===== src/transform_bank_pkg.sv =====
/*
 * shared constants and types for the transform result register bank.
 * assumes a 16-bit byte address on a 32-bit classic wishbone bus.
 */
package transform_bank_pkg;
   localparam int ADR_W = 16;
   localparam int DATA_W = 16;
   localparam int RESULT_W = 18;
   localparam int ACC_W = 32;
   localparam int CNT_W = 14;
   localparam int IRQ_W = 4;
   localparam int COUNT_W = 4;
   ////////////////////////////////////////////////////////////////////////
   // register offsets
   localparam logic [15:0] FILTER_OFS = 16'h2044;
   localparam logic [15:0] REAL_OFS = 16'h2078;
   localparam logic [15:0] IMAG_OFS = 16'h207c;
   localparam logic [15:0] LOWPASS_OFS = 16'h2080;
   localparam logic [15:0] TEMP_OFS = 16'h2084;
   localparam logic [15:0] CONFIG_OFS = 16'h20d0;
   localparam logic [15:0] IRQ_STAT_OFS = 16'h3000;
   localparam logic [15:0] IRQ_CLR_OFS = 16'h3004;
   localparam logic [15:0] IRQ_EN_OFS = 16'h3008;
   ////////////////////////////////////////////////////////////////////////
   // reset values and writable masks
   localparam logic [31:0] CONFIG_RST = 32'h00000090;
   localparam logic [31:0] CONFIG_MASK = 32'h003000f1;
   localparam logic [31:0] FILTER_RST = 32'h00000000;
   localparam logic [31:0] FILTER_MASK = 32'hffff01c0;
   ////////////////////////////////////////////////////////////////////////
   // field positions
   localparam int INSEL_LSB = 20;
   localparam int COUNT_LSB = 4;
   localparam int BYPASS_BIT = 6;
   localparam int AVG_BIT = 7;
   localparam int RUN_BIT = 8;
   localparam int OFFSET_LSB = 16;
   localparam int IRQ_DFT = 0;
   localparam int IRQ_LOWPASS = 2;
   localparam int IRQ_TEMP = 3;
   ////////////////////////////////////////////////////////////////////////
   // input select codes and sample count limits
   localparam logic [1:0] SEL_LOWPASS_A = 2'h0;
   localparam logic [1:0] SEL_CORRECTED = 2'h1;
   localparam logic [1:0] SEL_RAW = 2'h2;
   localparam logic [1:0] SEL_LOWPASS_B = 2'h3;
   localparam logic [3:0] COUNT_MAX_CODE = 4'hc;
   localparam logic [3:0] COUNT_BASE_SHIFT = 4'h2;
   ////////////////////////////////////////////////////////////////////////
   typedef struct packed {
      logic valid;
      logic [DATA_W-1:0] data;
   } sample_t;

   typedef enum logic [1:0] {
      ST_IDLE = 2'b01,
      ST_ACC = 2'b10
   } engine_state_t;
endpackage : transform_bank_pkg


===== src/sample_select.sv =====
/*
 * transform input selection with the gain/offset correction stage.
 * assumes all sample strobes are synchronous one-cycle pulses.
 */
`timescale 1ns/100ps
module sample_select (
   input wire logic clk_i,
   input wire logic rst_i,
   input transform_bank_pkg::sample_t raw_i,
   input transform_bank_pkg::sample_t third_i,
   input transform_bank_pkg::sample_t lowpass_i,
   input transform_bank_pkg::sample_t avg_i,
   input wire logic [1:0] insel_i,
   input wire logic avg_en_i,
   input wire logic bypass_i,
   input wire logic [15:0] offset_i,
   output transform_bank_pkg::sample_t sample_o
);
   transform_bank_pkg::sample_t pre;
   transform_bank_pkg::sample_t corrected;
   transform_bank_pkg::sample_t sel_next;
   transform_bank_pkg::sample_t sel_reg;

   ////////////////////////////////////////////////////////////////////////
   always_comb begin
      pre = bypass_i ? raw_i : third_i;
      corrected.valid = pre.valid;
      corrected.data = pre.data - offset_i;
      if (avg_en_i) begin
         sel_next = avg_i;
      end else begin
         unique case (insel_i)
            transform_bank_pkg::SEL_CORRECTED: sel_next = corrected;
            transform_bank_pkg::SEL_RAW: sel_next = raw_i;
            default: sel_next = lowpass_i;
         endcase
      end
   end

   always_ff @(posedge clk_i) begin
      if (rst_i) begin
         sel_reg <= '0;
      end else begin
         sel_reg <= sel_next;
      end
   end

   assign sample_o = sel_reg;

   ////////////////////////////////////////////////////////////////////////
   property p_avg_wins;
      @(posedge clk_i) disable iff (rst_i)
      avg_en_i |=> sample_o == $past(avg_i);
   endproperty
   a_avg_wins: assert property (p_avg_wins)
      else $error("averaged sample not selected");

   property p_lowpass_codes;
      @(posedge clk_i) disable iff (rst_i)
      (!avg_en_i && (insel_i == transform_bank_pkg::SEL_LOWPASS_A ||
         insel_i == transform_bank_pkg::SEL_LOWPASS_B))
         |=> sample_o == $past(lowpass_i);
   endproperty
   a_lowpass_codes: assert property (p_lowpass_codes)
      else $error("low-pass codes not routed alike");

   property p_corrected;
      @(posedge clk_i) disable iff (rst_i)
      (!avg_en_i && insel_i == transform_bank_pkg::SEL_CORRECTED && bypass_i)
         |=> sample_o.data == $past(raw_i.data - offset_i);
   endproperty
   a_corrected: assert property (p_corrected)
      else $error("bypassed raw data not corrected");

   property p_third_path;
      @(posedge clk_i) disable iff (rst_i)
      (!avg_en_i && insel_i == transform_bank_pkg::SEL_CORRECTED && !bypass_i)
         |=> sample_o.valid == $past(third_i.valid) &&
         sample_o.data == $past(third_i.data - offset_i);
   endproperty
   a_third_path: assert property (p_third_path)
      else $error("third order output not used");

   property p_raw;
      @(posedge clk_i) disable iff (rst_i)
      (!avg_en_i && insel_i == transform_bank_pkg::SEL_RAW)
         |=> sample_o == $past(raw_i);
   endproperty
   a_raw: assert property (p_raw)
      else $error("raw data not passed uncorrected");
endmodule : sample_select


===== src/transform_bank.sv =====
/*
 * transform result and input select register bank with a single-bin
 * quadrature transform engine, behind a classic wishbone slave.
 * assumes upstream filter chain delivers one-cycle sample strobes.
 */
// Behaviour
// - imaginary result is 18-bit twos complement, bits 31:18 read zero.
// - low-pass filter output sits in bits 15:0, upper half zero.
// - new low-pass result sets interrupt flag bit 2.
// - temperature result is 16 bits in the low half, upper zero.
// - input select codes 00 and 11 both route the low-pass output.
// - code 01 routes the gain/offset corrected stage output.
// - code 10 routes raw samples; software uses it at 800 kHz only.
// - averaging enable overrides the input select field.
// - four-bit sample count field at bits 7:4, reset 9, 4..16384.
// - count code 0 is 4 samples, code 1 is 8, doubling up to code 12; codes 13..15 also give 16384.
// - configuration resets to 0x90, reserved bits read zero.
// - count code 9 processes 2048 samples.
// - bypass sends raw data to the correction stage, not third order.
// - real result is an 18-bit twos complement value.
`timescale 1ns/100ps
module transform_bank (
   input wire logic REF_CLK_I,
   input wire logic SYS_RST_I,
   input wire logic WB_CYC_I,
   input wire logic WB_STB_I,
   input wire logic WB_WE_I,
   input wire logic [15:0] WB_ADR_I,
   input wire logic [3:0] WB_SEL_I,
   input wire logic [31:0] WB_DAT_I,
   output logic [31:0] WB_DAT_O,
   output logic WB_ACK_O,
   input transform_bank_pkg::sample_t RAW_I,
   input transform_bank_pkg::sample_t THIRD_I,
   input transform_bank_pkg::sample_t LOWPASS_I,
   input transform_bank_pkg::sample_t AVG_I,
   input transform_bank_pkg::sample_t TEMP_I,
   output logic IRQ_O
);
   localparam int RW = transform_bank_pkg::RESULT_W;
   localparam int AW = transform_bank_pkg::ACC_W;
   localparam int CW = transform_bank_pkg::CNT_W;
   localparam int DW = transform_bank_pkg::DATA_W;
   localparam int IW = transform_bank_pkg::IRQ_W;

   logic ack_reg;
   logic [31:0] dat_reg;
   logic [31:0] dat_next;
   logic irq_reg;
   logic [31:0] config_reg;
   logic [31:0] filter_reg;
   logic [RW-1:0] real_reg;
   logic [RW-1:0] imag_reg;
   logic [DW-1:0] lowpass_reg;
   logic [DW-1:0] temp_reg;
   logic [IW-1:0] irq_stat_reg;
   logic [IW-1:0] irq_stat_next;
   logic [IW-1:0] irq_en_reg;
   transform_bank_pkg::engine_state_t state_reg;
   logic [AW-1:0] acc_re_reg;
   logic [AW-1:0] acc_im_reg;
   logic [AW-1:0] re_next;
   logic [AW-1:0] im_next;
   logic [CW-1:0] cnt_reg;
   logic [1:0] phase_reg;
   logic [CW-1:0] n_last;
   logic [CW:0] n_points;
   logic [3:0] code_eff;
   logic [AW-1:0] x_ext;
   transform_bank_pkg::sample_t sample;
   logic req;
   logic wr;
   logic last_sample;
   logic run;
   ////////////////////////////////////////////////////////////////////////
   // helpers
   function automatic logic [31:0] merge(input logic [31:0] old_v,
         input logic [31:0] new_v, input logic [3:0] sel);
      logic [31:0] r;
      r = old_v;
      for (int b = 0; b < 4; b++) begin
         if (sel[b]) begin
            r[b*8 +: 8] = new_v[b*8 +: 8];
         end
      end
      return r;
   endfunction : merge
   function automatic logic [RW-1:0] sat(input logic [AW-1:0] a);
      logic signed [AW-1:0] s;
      logic signed [AW-1:0] hi;
      logic signed [AW-1:0] lo;
      s = $signed(a);
      hi = AW'((1 << (RW - 1)) - 1);
      lo = -AW'(1 << (RW - 1));
      if (s > hi) begin
         return {1'b0, {(RW-1){1'b1}}};
      end else if (s < lo) begin
         return {1'b1, {(RW-1){1'b0}}};
      end
      return a[RW-1:0];
   endfunction : sat
   ////////////////////////////////////////////////////////////////////////
   // bus slave
   assign req = WB_CYC_I && WB_STB_I;
   assign wr = req && WB_WE_I && ack_reg;

   always_comb begin
      unique case (WB_ADR_I)
         transform_bank_pkg::REAL_OFS: dat_next = 32'(real_reg);
         transform_bank_pkg::IMAG_OFS: dat_next = 32'(imag_reg);
         transform_bank_pkg::LOWPASS_OFS: dat_next = 32'(lowpass_reg);
         transform_bank_pkg::TEMP_OFS: dat_next = 32'(temp_reg);
         transform_bank_pkg::CONFIG_OFS: dat_next = config_reg;
         transform_bank_pkg::FILTER_OFS: dat_next = filter_reg;
         transform_bank_pkg::IRQ_STAT_OFS: dat_next = 32'(irq_stat_reg);
         transform_bank_pkg::IRQ_EN_OFS: dat_next = 32'(irq_en_reg);
         default: dat_next = 32'h00000000;
      endcase
   end

   always_ff @(posedge REF_CLK_I) begin
      if (SYS_RST_I) begin
         ack_reg <= 1'b0;
         dat_reg <= 32'h00000000;
      end else begin
         ack_reg <= req && !ack_reg;
         dat_reg <= dat_next;
      end
   end
   ////////////////////////////////////////////////////////////////////////
   // configuration registers
   always_ff @(posedge REF_CLK_I) begin
      if (SYS_RST_I) begin
         config_reg <= transform_bank_pkg::CONFIG_RST;
      end else if (wr && WB_ADR_I == transform_bank_pkg::CONFIG_OFS) begin
         config_reg <= merge(config_reg, WB_DAT_I, WB_SEL_I) &
            transform_bank_pkg::CONFIG_MASK;
      end
   end
   always_ff @(posedge REF_CLK_I) begin
      if (SYS_RST_I) begin
         filter_reg <= transform_bank_pkg::FILTER_RST;
      end else if (wr && WB_ADR_I == transform_bank_pkg::FILTER_OFS) begin
         filter_reg <= merge(filter_reg, WB_DAT_I, WB_SEL_I) &
            transform_bank_pkg::FILTER_MASK;
      end
   end
   ////////////////////////////////////////////////////////////////////////
   // input selection
   sample_select u_select (
      .clk_i(REF_CLK_I),
      .rst_i(SYS_RST_I),
      .raw_i(RAW_I),
      .third_i(THIRD_I),
      .lowpass_i(LOWPASS_I),
      .avg_i(AVG_I),
      .insel_i(config_reg[transform_bank_pkg::INSEL_LSB +: 2]),
      .avg_en_i(filter_reg[transform_bank_pkg::AVG_BIT]),
      .bypass_i(filter_reg[transform_bank_pkg::BYPASS_BIT]),
      .offset_i(filter_reg[transform_bank_pkg::OFFSET_LSB +: DW]),
      .sample_o(sample)
   );
   ////////////////////////////////////////////////////////////////////////
   // transform engine
   always_comb begin
      code_eff = config_reg[transform_bank_pkg::COUNT_LSB +:
         transform_bank_pkg::COUNT_W];
      if (code_eff > transform_bank_pkg::COUNT_MAX_CODE) begin
         code_eff = transform_bank_pkg::COUNT_MAX_CODE;
      end
      n_points = (CW+1)'(1) <<
         (code_eff + transform_bank_pkg::COUNT_BASE_SHIFT);
      n_last = CW'(n_points - (CW+1)'(1));
   end

   assign run = filter_reg[transform_bank_pkg::RUN_BIT];
   assign x_ext = AW'($signed(sample.data));
   assign last_sample = (state_reg == transform_bank_pkg::ST_ACC) &&
      sample.valid && (cnt_reg == n_last);

   // quarter-rate bin: multiply by exp(-j*pi*n/2)
   always_comb begin
      re_next = acc_re_reg;
      im_next = acc_im_reg;
      unique case (phase_reg)
         2'h0: re_next = acc_re_reg + x_ext;
         2'h1: im_next = acc_im_reg - x_ext;
         2'h2: re_next = acc_re_reg - x_ext;
         2'h3: im_next = acc_im_reg + x_ext;
      endcase
   end

   always_ff @(posedge REF_CLK_I) begin
      if (SYS_RST_I || !run || (wr &&
            WB_ADR_I == transform_bank_pkg::CONFIG_OFS)) begin
         // reset, stop or reconfiguring restarts the block
         state_reg <= (run && !SYS_RST_I) ? transform_bank_pkg::ST_ACC :
            transform_bank_pkg::ST_IDLE;
         acc_re_reg <= '0;
         acc_im_reg <= '0;
         cnt_reg <= '0;
         phase_reg <= 2'h0;
      end else begin
         unique case (state_reg)
            transform_bank_pkg::ST_IDLE: begin
               state_reg <= transform_bank_pkg::ST_ACC;
            end
            transform_bank_pkg::ST_ACC: begin
               if (last_sample) begin
                  acc_re_reg <= '0;
                  acc_im_reg <= '0;
                  cnt_reg <= '0;
                  phase_reg <= 2'h0;
               end else if (sample.valid) begin
                  acc_re_reg <= re_next;
                  acc_im_reg <= im_next;
                  cnt_reg <= cnt_reg + CW'(1);
                  phase_reg <= phase_reg + 2'h1;
               end
            end
         endcase
      end
   end
   ////////////////////////////////////////////////////////////////////////
   // result registers: hardware update beats a software write
   always_ff @(posedge REF_CLK_I) begin
      if (SYS_RST_I) begin
         real_reg <= '0;
         imag_reg <= '0;
      end else if (last_sample) begin
         real_reg <= sat(re_next);
         imag_reg <= sat(im_next);
      end else if (wr) begin
         if (WB_ADR_I == transform_bank_pkg::REAL_OFS) begin
            real_reg <= RW'(merge(32'(real_reg), WB_DAT_I, WB_SEL_I));
         end
         if (WB_ADR_I == transform_bank_pkg::IMAG_OFS) begin
            imag_reg <= RW'(merge(32'(imag_reg), WB_DAT_I, WB_SEL_I));
         end
      end
   end

   always_ff @(posedge REF_CLK_I) begin
      if (SYS_RST_I) begin
         lowpass_reg <= '0;
      end else if (LOWPASS_I.valid) begin
         lowpass_reg <= LOWPASS_I.data;
      end else if (wr && WB_ADR_I == transform_bank_pkg::LOWPASS_OFS) begin
         lowpass_reg <= DW'(merge(32'(lowpass_reg), WB_DAT_I, WB_SEL_I));
      end
   end

   always_ff @(posedge REF_CLK_I) begin
      if (SYS_RST_I) begin
         temp_reg <= '0;
      end else if (TEMP_I.valid) begin
         temp_reg <= TEMP_I.data;
      end else if (wr && WB_ADR_I == transform_bank_pkg::TEMP_OFS) begin
         temp_reg <= DW'(merge(32'(temp_reg), WB_DAT_I, WB_SEL_I));
      end
   end
   ////////////////////////////////////////////////////////////////////////
   // interrupts: write-one-to-clear, a new event wins over the clear
   always_comb begin
      irq_stat_next = irq_stat_reg;
      if (wr && WB_ADR_I == transform_bank_pkg::IRQ_CLR_OFS &&
            WB_SEL_I[0]) begin
         irq_stat_next = irq_stat_reg & ~WB_DAT_I[IW-1:0];
      end
      if (last_sample) begin
         irq_stat_next[transform_bank_pkg::IRQ_DFT] = 1'b1;
      end
      if (LOWPASS_I.valid) begin
         irq_stat_next[transform_bank_pkg::IRQ_LOWPASS] = 1'b1;
      end
      if (TEMP_I.valid) begin
         irq_stat_next[transform_bank_pkg::IRQ_TEMP] = 1'b1;
      end
   end

   always_ff @(posedge REF_CLK_I) begin
      if (SYS_RST_I) begin
         irq_stat_reg <= '0;
         irq_reg <= 1'b0;
      end else begin
         irq_stat_reg <= irq_stat_next;
         irq_reg <= |(irq_stat_next & irq_en_reg);
      end
   end

   always_ff @(posedge REF_CLK_I) begin
      if (SYS_RST_I) begin
         irq_en_reg <= '0;
      end else if (wr && WB_ADR_I == transform_bank_pkg::IRQ_EN_OFS &&
            WB_SEL_I[0]) begin
         irq_en_reg <= WB_DAT_I[IW-1:0];
      end
   end

   assign WB_ACK_O = ack_reg;
   assign WB_DAT_O = dat_reg;
   assign IRQ_O = irq_reg;
   ////////////////////////////////////////////////////////////////////////
   property p_imag_upper_zero;
      @(posedge REF_CLK_I) disable iff (SYS_RST_I)
      (ack_reg && !WB_WE_I && WB_ADR_I == transform_bank_pkg::IMAG_OFS)
         |-> dat_reg == {{(32-RW){1'b0}}, $past(imag_reg)};
   endproperty
   a_imag_upper_zero: assert property (p_imag_upper_zero)
      else $error("imaginary read wrong");
   property p_lowpass_read;
      @(posedge REF_CLK_I) disable iff (SYS_RST_I)
      LOWPASS_I.valid ##1 !LOWPASS_I.valid [*2] ##1 (ack_reg && !WB_WE_I
         && WB_ADR_I == transform_bank_pkg::LOWPASS_OFS)
         |-> dat_reg == {16'h0000, $past(LOWPASS_I.data, 3)};
   endproperty
   a_lowpass_read: assert property (p_lowpass_read)
      else $error("low-pass read wrong");
   property p_lowpass_flag;
      @(posedge REF_CLK_I) disable iff (SYS_RST_I)
      LOWPASS_I.valid |=> irq_stat_reg[transform_bank_pkg::IRQ_LOWPASS];
   endproperty
   a_lowpass_flag: assert property (p_lowpass_flag)
      else $error("low-pass flag not set");
   property p_temp_capture;
      @(posedge REF_CLK_I) disable iff (SYS_RST_I)
      TEMP_I.valid |=> temp_reg == $past(TEMP_I.data);
   endproperty
   a_temp_capture: assert property (p_temp_capture)
      else $error("temperature not captured");
   property p_config_reset;
      @(posedge REF_CLK_I)
      $fell(SYS_RST_I) |-> config_reg == transform_bank_pkg::CONFIG_RST
         && (config_reg & ~transform_bank_pkg::CONFIG_MASK) == 32'h0;
   endproperty
   a_config_reset: assert property (p_config_reset)
      else $error("configuration reset value wrong");
   property p_count_base;
      @(posedge REF_CLK_I) disable iff (SYS_RST_I)
      config_reg[7:4] == 4'h0 |-> n_last == CW'(3) &&
         (!last_sample || cnt_reg == CW'(3));
   endproperty
   a_count_base: assert property (p_count_base)
      else $error("code 0 is not 4 samples");
   property p_count_2048;
      @(posedge REF_CLK_I) disable iff (SYS_RST_I)
      config_reg[7:4] == 4'h9 |-> n_last == CW'(2047);
   endproperty
   a_count_2048: assert property (p_count_2048)
      else $error("code 9 is not 2048 samples");
   property p_count_max;
      @(posedge REF_CLK_I) disable iff (SYS_RST_I)
      config_reg[7:4] >= 4'hc |-> n_last == CW'(16383);
   endproperty
   a_count_max: assert property (p_count_max)
      else $error("count above 16384");
   property p_pair_update;
      @(posedge REF_CLK_I) disable iff (SYS_RST_I)
      last_sample |=> real_reg == $past(sat(re_next)) &&
         imag_reg == $past(sat(im_next)) &&
         irq_stat_reg[transform_bank_pkg::IRQ_DFT];
   endproperty
   a_pair_update: assert property (p_pair_update)
      else $error("result pair not published together");
endmodule : transform_bank


===== config.mk =====
export PLATFORM = sky130hd
export DESIGN_NAME = transform_bank
export DESIGN_NICKNAME = d
export VERILOG_FILES = /design/src/transform_bank_pkg.sv /design/src/sample_select.sv /design/src/transform_bank.sv
export SDC_FILE = /design/constraint.sdc
export NUM_CORES = 1
export LEC_CHECK = 0
export BUFFER_PORTS_ARGS = -buffer_cell sky130_fd_sc_hd__buf_2
export CORE_ASPECT_RATIO = 1.2
export CORE_MARGIN = 4
export CORE_UTILIZATION = 41
export DETAILED_ROUTE_END_ITERATION = 7
export PLACE_DENSITY = 0.61
export SETUP_SLACK_MARGIN = 0.15
export SYNTH_ARGS = -nofsm -noshare
export SYNTH_HDL_FRONTEND = slang
export SYNTH_HIERARCHICAL = 1
export SYNTH_SLANG_ARGS = --single-unit

===== constraint.sdc =====
create_clock -name REF_CLK_I -period 5 [get_ports REF_CLK_I]
set_clock_uncertainty 0.2 [all_clocks]
set_input_delay 0.25 -clock REF_CLK_I [delete_from_list [all_inputs] [get_ports REF_CLK_I]]
set_output_delay 0.25 -clock REF_CLK_I [all_outputs]
set_load 0.01 [all_outputs]

Word-level counts from Yosys, hierarchy flattened
Cells that the tools add are included.
{"block": "op_classes", "addsub": 9, "magnitude_cmp": 5, "n_eq_ne": 17, "shifts": 1, "n_mux": 49, "n_bitwise": 3, "reduce_logical": 53}
{"op": "$pmux W32 S8", "count": 1}
{"op": "$mux W18", "count": 12}
{"op": "$eq A16 B14 Y1 const B", "count": 9}
{"op": "$mux W32", "count": 4}
{"op": "$pmux W32 S2", "count": 2}
{"op": "$add A32 B32 Y32", "count": 2}
{"op": "$gt A32 B18 Y1 const B", "count": 2}
{"op": "$lt A32 B18 Y1 const B", "count": 2}
{"op": "$mux W16", "count": 4}
{"op": "$sub A32 B32 Y32", "count": 2}
{"op": "$mux W17", "count": 2}
{"op": "$pmux W17 S2", "count": 1}
{"op": "$mux W14", "count": 2}
{"op": "$reduce_bool A2 Y1", "count": 14}
{"op": "$reduce_and A2 Y1", "count": 11}
{"op": "$reduce_and A3 Y1", "count": 6}
{"op": "$mux W8", "count": 2}
{"op": "$sub A16 B16 Y16", "count": 1}
{"op": "$logic_and A1 B1 Y1", "count": 15}
{"op": "$add A14 B1 Y14 const B", "count": 1}
{"op": "$eq A14 B14 Y1", "count": 1}
{"op": "$shl A1 B4 Y14 const A", "count": 1}
{"op": "$sub A14 B1 Y14 const B", "count": 1}
{"op": "$mux W2", "count": 6}
{"op": "13 further kinds", "count": 33}
{"block": "word_totals", "reg_bits": 235, "output_inout_bits": 34, "wordCells": 165}

Logic depth before layout (Yosys ltp)
Gate-level depths: netlist of the first run.
{"block": "depth", "word_depth": 11, "depth_mapped": 25, "ltp_nobuf": 20}

By module
Netlist of the first run, hierarchy kept.
{"module": "transform_bank", "n_inst": 1, "cells_each": 2006, "area_per_inst_um2": 15258.4, "seq_area_each_um2": 4384.2}
{"module": "sample_select", "n_inst": 1, "cells_each": 260, "area_per_inst_um2": 1998.2, "seq_area_each_um2": 340.3}

Worst setup path before layout of the first run
OpenSTA, ideal clock, no wires.
{"block": "synth_timing", "path_kind": "flip-flop to flip-flop", "from": "reg u_select.sel_reg, in the netlist u_select/sample_o[2]", "to": "reg imag_reg[15]", "setup_ns": 0.061, "t_arrival_ns": 4.945, "t_required_ns": 4.739, "path_slack_ns": -0.206, "stages_incl_launch_ff": 22, "path_cell_list": "dfxtp_1 or3_1 or3_1 nor3b_1 and2_1 nand2_1 ha_1 mux2i_1 ha_1 clkbuf_1 a21oi_1 nand3_1 a211o_1 a21o_1 and4b_1 a211oi_1 nand2_1 nor4_1 a41oi_1 clkbuf_2 o21ai_1 a32o_1"}
{"block": "synth_via", "elab_chain_cells": 9, "word_cells_on_any_way": 12, "cone_classes": "add/sub: 2; order compare: 2; mux: 8"}
{"element": "start, declared", "line_no": "sample_select.sv:22", "text": "transform_bank_pkg::sample_t sel_reg;"}
{"element": "start signal, assigned", "line_no": "sample_select.sv:44", "text": "sel_reg <= sel_next;"}
{"element": "$add A32 B32 Y32 / $sub A32 B32 Y32 (equally long branches)", "line_no": "transform_bank.sv:189, transform_bank.sv:187"}
{"element": "$pmux W32 S2 (*)", "line_no": "transform_bank.sv:185", "text": "unique case (phase_reg)"}
{"element": "$lt A32 B18 Y1", "line_no": "transform_bank.sv:97", "text": "end else if (s < lo) begin"}
{"element": "$mux W1", "line_no": "transform_bank.sv:97"}
{"element": "$mux W1", "line_no": "transform_bank.sv:95", "text": "if (s > hi) begin"}
{"element": "$mux W1", "line_no": "transform_bank.sv:230", "text": "end else if (last_sample) begin"}
{"element": "$mux W1", "line_no": "transform_bank.sv:227", "text": "if (SYS_RST_I) begin"}
{"element": "$mux W18 (*)", "line_no": "transform_bank.sv:100", "text": "return a[RW-1:0];"}
{"element": "$mux W18 (*)", "line_no": "transform_bank.sv:230"}
{"element": "end signal, assigned", "line_no": "transform_bank.sv:232", "text": "imag_reg <= sat(im_next);"}
{"element": "end signal, assigned", "line_no": "transform_bank.sv:238", "text": "imag_reg <= RW'(merge(32'(imag_reg), WB_DAT_I, WB_SEL_I));"}
{"element": "end, declared", "line_no": "transform_bank.sv:53", "text": "logic [RW-1:0] imag_reg;"}
Mark *: on every way between the ends. The rest lies on a longest branch, timed or not. The select of a mux whose other input is x is not followed.
A chain may end at the register's enable or synchronous reset.

Final worst setup path of the first run
{"block": "layout_timing", "from": "reg u_select.sel_reg, in the netlist u_select/sample_o[1]", "to": "reg real_reg[9]"}
{"block": "layout_via", "elab_chain_cells": 9, "word_cells_on_any_way": 12, "cone_classes": "add/sub: 2; order compare: 2; mux: 8"}
{"element": "$sub A32 B32 Y32 / $add A32 B32 Y32 (equally long branches)", "line_no": "transform_bank.sv:188, transform_bank.sv:186"}
{"element": "$pmux W32 S2 (*)", "line_no": "transform_bank.sv:185"}
{"element": "$lt A32 B18 Y1", "line_no": "transform_bank.sv:97"}
{"element": "$mux W1", "line_no": "transform_bank.sv:97"}
{"element": "$mux W1", "line_no": "transform_bank.sv:95"}
{"element": "$mux W1", "line_no": "transform_bank.sv:230"}
{"element": "$mux W1", "line_no": "transform_bank.sv:227"}
{"element": "$mux W18 (*)", "line_no": "transform_bank.sv:100"}
{"element": "$mux W18 (*)", "line_no": "transform_bank.sv:230"}
{"element": "end signal, assigned", "line_no": "transform_bank.sv:231", "text": "real_reg <= sat(re_next);"}
{"element": "end signal, assigned", "line_no": "transform_bank.sv:235", "text": "real_reg <= RW'(merge(32'(real_reg), WB_DAT_I, WB_SEL_I));"}
{"element": "end, declared", "line_no": "transform_bank.sv:52", "text": "logic [RW-1:0] real_reg;"}
Marks and branches as above.

==> results of run 1 <==
worst max-delay path by stage:
stage | endpoint | cells after the start | slack (ps) | from
after floorplan | imag_reg[6] | 25 | 170 | config_reg[6]
after global placement | real_reg[2] | 21 | -260 | u_select/sample_o[2]
after detailed placement | real_reg[8] | 21 | -380 | u_select/sample_o[2]
after CTS | imag_reg[13] | 21 | -20 | u_select/sample_o[1]
after global routing | real_reg[9] | 29 | -430 | u_select/sample_o[1]
final | real_reg[9] | 23 | -240 | u_select/sample_o[1]
cell families (layout without fill, tap and decap cells):
family                   count (synthesis)  after routing  synth area share (%)
buffers and inverters                  205            653                  4.76
AND/OR/NAND/NOR                        848            848                  23.3
flip-flops                             235            235                  27.4
XOR/XNOR                               102            102                  5.22
multiplexers                           121            121                  7.27
adder cells (fa/ha/maj)                 97             97                  7.16
AO/OA/AOI/OAI                          658            658                  24.9
metrics by stage:
stage               setup slack, ps  utilization [%]  total power, mW
floorplan                       168                -             2.34
global placement               -263             47.9             2.63
detailed placement             -378             47.9             2.64
CTS                           -24.9             54.2             4.85
global route                   -425             56.1             5.04
finish                         -238             56.1             4.88
area by class of cell:
type                    instances  area (um2)
fillers                      3853       18300
repair buffers                542        4210
inverters                      61         231
clock buffers                  34         742
well taps                     546         683
flip-flops and latches        235        4730
clock inverters                16         193
multi-input cells            1826       12600
cells in the final DEF, fill, tap and decap left out, drive strengths merged, types with 64 or more instances in the layout:
master         n
buf          411
nor2         308
dfxtp        233
a21oi        227
nand2        208
dlygate4sd3  126
o21ai        117
ha            94
mux2i         86
inv           64
worst reg2reg max path: cells and delay by family (launching register included):
| kind | cells | cell delay [ps] |
|---|---|---|
| buffers and inverters | 5 | 770 |
| AND/OR/NAND/NOR | 10 | 2230 |
| adder cells (fa/ha/maj) | 1 | 260 |
| flip-flops | 1 | 320 |
| XOR/XNOR | 1 | 230 |
| AO/OA/AOI/OAI | 6 | 1120 |
metal layers:
metal,global-route usage (%),up-vias
li1,-,9073
met1,32.4,9010
met2,48.7,699
met3,2.94,147
met4,11.0,0
met5,0,-
repair_timing:
item,4_1_cts,5_1_grt
resized for setup,80,117
hold buffers,126,0
setup endpoints to repair,53,95
buffers inserted,9,20
pin swaps,39,43
cloned,1,5
hold endpoints to repair,116,0
power groups by stage:
| stage | clock [mW] | sequential [mW] | combinational, mW |
|---|---|---|---|
| finish | 2.11 | 1.92 | 0.856 |
| floorplan | 0 | 1.95 | 0.384 |
| CTS | 2.14 | 1.91 | 0.791 |
| detailed placement | 0 | 1.96 | 0.684 |
| global route | 2.20 | 1.92 | 0.921 |
| global placement | 0 | 1.96 | 0.679 |
==> run_results.csv, run 1 <==
group,metric,value,unit
power,p_sw_share,27.8,%
yosys,synth_ff_type,"dfxtp_1",
clock_tree,tritoncts,"built",
drt,drt_wl_total,65200,um
drt,wl_per_cell,20.0,um
yosys,ys_ff_latch,235,
final_layout,nNetsFinal,2932,
critical_path,path_buf_inv,5,
clock_tree,clk_latency,580,ps
final_layout,n_antenna_cell,0,
yosys,synth_edf_count,2,
power,power_density,209,mW/mm2
yosys,synth_common_cells,"nor2_1, dfxtp_1, a21oi_1",
clock_tree,clk_path_buf_depth,3,
power,power_leakage,9.59,nW
critical_path,cp_top_family,"simple AND/OR/NAND/NOR gates",
final_layout,stdcell_count,3260,
clock_tree,clock_sinks,235,
power,ir_drop,0.293,mV
critical_path,cp_common_cell,"or3_4",
critical_path,crit_path_end_kind,"flop",
yosys,synth_seq_area_share,27.4,%
place,dp_cells,3049,
drt,drt_iter0_drc,1503,
power,pwr-share-comb,17.5,%
grt,grt-ovfl-total,0,
critical_path,crit_type,"reg2reg",
grt,grt_pass1_wl,101000,um
grt,grt_max_degree,61,
timing,period_share,105,%
floorplanning,io_pins,176,
yosys,async_reset_ff_share,0,%
yosys,netlist_area,0.0173,mm2
timing,min_period,5240,ps
outcome,violations,"design-rule violations, negative setup slack",
critical_path,cp_slowest_stage_delay,390,ps
drt,num_vias,18900,
drt,dr.pass1.iters,8,
drt,met3_length,3400,um
floorplanning,dieArea,0.0454,mm2
power,p_switching,1.36,mW
timing,rsz0062_at_grt,"true",
drt,final_antenna_net_count,0,
critical_path,start_kind,"flop",
grt,grt_pass1_vias,18600,
critical_path,reg2reg_from,"u_select/sample_o[1]",
drt,route.met2.wl,32300,um
place,hpwl,47200,um
grt,grt_antenna_before_repair,0,
power,seqPwrFrac,39.2,%
place,place.gp.congestion,0.962,
timing,hold_slack,46.1,ps
critical_path,worstPathCellList,"or3_4 > or3_4 > nor3b_4 > buf_4 > nor3b_4 > nor2_2 > xnor2_2 > ha_4 > a21oi_2 > o211ai_1 > a211oi_1 > buf_4 > buf_12 > nor4_4 > or3_4 > a31oi_4 > buf_6 > nand4_1 > nor4_4 > nand4_1 > a21oi_4 > clkbuf_16 > a21oi_1",
outcome,status,"finished with violations",
place,portBuffers,175,
timing,relSlewSlack,24.0,%
drt,route.detailed.drc,1,
critical_path,ff2ff_setup_slack,-240,ps
grt,track_usage,26.9,%
worst_hold_path,hp-class,"in2reg",
clock_tree,clkTransAtPathRegs,60,ps
drt,routed.top_layer,"met4",
yosys,avgSynthCellArea,7.62,um2
worst_hold_path,min_from,"WB_ADR_I[6]",
yosys,ys_warn_count,6,
worst_hold_path,hold_depth,7,
worst_hold_path,whs_endpoint,"irq_stat_reg[1]",
timing,tightest_slew,1140,ps
yosys,synth_top_area_share,27.0,%
yosys,synth.distinct_cells,94,
final_layout,fin_area,0.0234,mm2
job,max-cap-violations,0,
power,p_int,3.52,mW
yosys,synth_largest_area_cell,"dfxtp_1",
place,placed_area,0.0200,mm2
yosys,synth_nets,2505,
critical_path,worst_path_max_delay_cell,"or3_4",
timing,fin_tns_setup,-4480,ps
floorplanning,initial_core_util,41.4,%
timing,hold_violations,0,
critical_path,reg2regPathDepth,23,
yosys,synthTopCellsByArea,"dfxtp_1, ha_1, nor2_1",
floorplanning,core_area,0.0417,mm2
critical_path,worst_ep_arrival_time,5500,ps
floorplanning,rows,82,
critical_path,crit_required,5260,ps
clock_tree,cts_root_buf,"clkbuf_16",
power,pwr-share-clk,43.2,%
final_layout,drive_gt1_share,24.7,%
drt,met1_length,26400,um
timing,setup_viol,34,
yosys,yosysMostFrequentCell,"nor2_1",
final_layout,syn2layout_area_growth,35.4,%
critical_path,r2r-end,"real_reg[9]",
timing,maxSlewViolCount,0,
yosys,synthCells,2266,
floorplanning,dieWidth,195,um
drt,viasPerCell,5.81,
timing,fmax,191,MHz
clock_tree,tritoncts.num_buffers,27,
timing,setup_slack,-238,ps
clock_tree,ctsHtreeMaxLevel,1,
critical_path,crit_fanout,8,
floorplanning,die_h,233,um
Note: power is estimated with default switching activity, not from simulation.
==> run 2, diff against run 1 <==
--- a/config.mk
+++ b/config.mk
@@ -8,9 +8,9 @@
 export BUFFER_PORTS_ARGS = -buffer_cell sky130_fd_sc_hd__buf_2
 export CORE_ASPECT_RATIO = 1.2
 export CORE_MARGIN = 4
-export CORE_UTILIZATION = 41
+export CORE_UTILIZATION = 55
 export DETAILED_ROUTE_END_ITERATION = 7
-export PLACE_DENSITY = 0.61
+export PLACE_DENSITY = 0.78
 export SETUP_SLACK_MARGIN = 0.15
 export SYNTH_ARGS = -nofsm -noshare
 export SYNTH_HDL_FRONTEND = slang
==> run_results.csv, run 2 (synthesized netlist as in run 1, its figures left out) <==
group,metric,value,unit
floorplanning,rows,70,
grt,grt_antenna_before_repair,1,
critical_path,cp_slowest_stage_delay,510,ps
clock_tree,ctsHtreeMaxLevel,1,
clock_tree,clkTransAtPathRegs,70,ps
clock_tree,clk_path_buf_depth,3,
critical_path,worstPathCellList,"or3_4 > or3_4 > nor3b_4 > buf_4 > nor3b_4 > nor2_2 > xnor2_2 > ha_4 > a21oi_2 > o211ai_1 > a211oi_2 > buf_4 > or4_1 > o211ai_1 > xnor2_1 > a21oi_2 > nor4_1 > nand4_1 > a21oi_4 > buf_12 > buf_12 > a21oi_1",
grt,grt_pass1_wl,103000,um
floorplanning,initial_core_util,56.1,%
timing,hold_violations,0,
place,hpwl,43600,um
grt,grt-ovfl-total,0,
timing,min_period,5320,ps
drt,final_antenna_net_count,0,
grt,gr-max-usage-layer,"met2",
timing,maxSlewViolCount,0,
grt,grt_pass1_vias,19500,
timing,relSlewSlack,21.6,%
clock_tree,clk_latency,560,ps
floorplanning,dieWidth,170,um
power,ir_drop,0.271,mV
final_layout,nNetsFinal,2841,
critical_path,cp_top_family,"simple AND/OR/NAND/NOR gates",
drt,dr.pass1.iters,8,
drt,route.detailed.drc,37,
final_layout,fin_area,0.0220,mm2
clock_tree,tritoncts,"built",
critical_path,crit_required,5230,ps
final_layout,mostFrequentLayoutCells,"nor2_1, dfxtp_1, nand2_1",
grt,grt.met1_usage,44.5,%
place,placed_area,0.0194,mm2
drt,drt_iter0_drc,2329,
critical_path,crit_type,"reg2reg",
power,power_density,213,mW/mm2
worst_hold_path,hp-class,"in2reg",
floorplanning,die_h,202,um
clock_tree,tritoncts.num_buffers,25,
floorplanning,dieArea,0.0343,mm2
critical_path,worst_path_max_delay_cell,"or4_1",
critical_path,start_kind,"flop",
outcome,violations,"design-rule violations, negative setup slack",
timing,rsz0062_at_grt,"true",
outcome,status,"finished with violations",
clock_tree,cts_root_buf,"clkbuf_16",
critical_path,cp.depth,22,
place,dp_cells,2842,
job,max-cap-violations,0,
drt,drt_wl_total,65600,um
critical_path,crit_fanout,5,
grt,grt_max_degree,65,
timing,tightest_slew,1170,ps
critical_path,crit_path_end_kind,"flop",
grt,track_usage,36.4,%
drt,num_vias,19800,
critical_path,path_buf_inv,4,
final_layout,syn2layout_area_growth,27.8,%
final_layout,final_core_util,71.7,%
critical_path,reg2regPathDepth,22,
grt,grt_util_met3,5.54,%
place,portBuffers,175,
timing,fmax,188,MHz
critical_path,worst_ep_arrival_time,5550,ps
drt,wl_per_cell,21.8,um
timing,setup_viol,34,
grt,use_met2,59.9,%
final_layout,drive_gt1_share,21.4,%
place,place.gp.congestion,1.03,
worst_hold_path,hold_depth,4,
power,power_leakage,8.98,nW
floorplanning,core_area,0.0307,mm2
drt,viasPerCell,6.57,
timing,setup_slack,-325,ps
floorplanning,io_pins,176,
clock_tree,clock_sinks,235,
timing,period_share,106,%
final_layout,final_common_cell,"nor2_1",
final_layout,stdcell_count,3016,
run 2: where the power goes:
group,internal [mW],switching [mW],leakage (nW),total (mW)
registers,1.90,0.0237,1.91,1.92
logic,0.351,0.436,6.65,0.787
clock network,1.14,0.860,0.419,2.00
run 2: final cells by class:
class	instances	area, um2
well taps	396	495
flip-flops and latches	235	4730
clock buffers	30	684
diodes	1	2.50
fillers	2182	8690
multi-input cells	1826	12300
repair buffers	453	3420
clock inverters	14	169
inverters	61	229
run 2: path summary, 6_finish.rpt:
kind / start / endpoint / slack, ps
max: u_select/sample_o[0] / real_reg[0] / -320
min: WB_SEL_I[2] / config_reg[21] / 40
max reg2reg: u_select/sample_o[0] / real_reg[0] / -320
min reg2reg: WB_ACK_O / WB_ACK_O / 250
run 2: routing by layer:
metal | share of wire, % | vias to the layer above
met5 | 0 | -
met4 | 7.7 | 0
met3 | 9.1 | 338
met2 | 46 | 1353
met1 | 37 | 9224
li1 | - | 8898
run 2: tightest hold or removal path: stages:
cell and delay [ps]:
buf_2 110, and2_1 210, nand3_1 120, a21oi_1 60
run 2: through the flow:
step / worst slack (ps) / hold slack (ps) / power [mW] / setup TNS [ps]
finish: -325 / 37.1 / 4.71 / -8410
floorplan: 168 / 168 / 2.34 / 0
global placement: -110 / 227 / 2.58 / -1800
CTS: -61.9 / 11.1 / 4.64 / -1080
detailed placement: -285 / 245 / 2.60 / -6610
global route: -390 / 24.3 / 4.83 / -12670
run 2: what timing repair did:
item	CTS	global route
endpoints found under the setup margin	68	97
pin swaps	34	33
buffers inserted	13	2
hold buffers	111	0
gates cloned	3	0
gates resized for setup	64	72
endpoints found under the hold margin	107	0
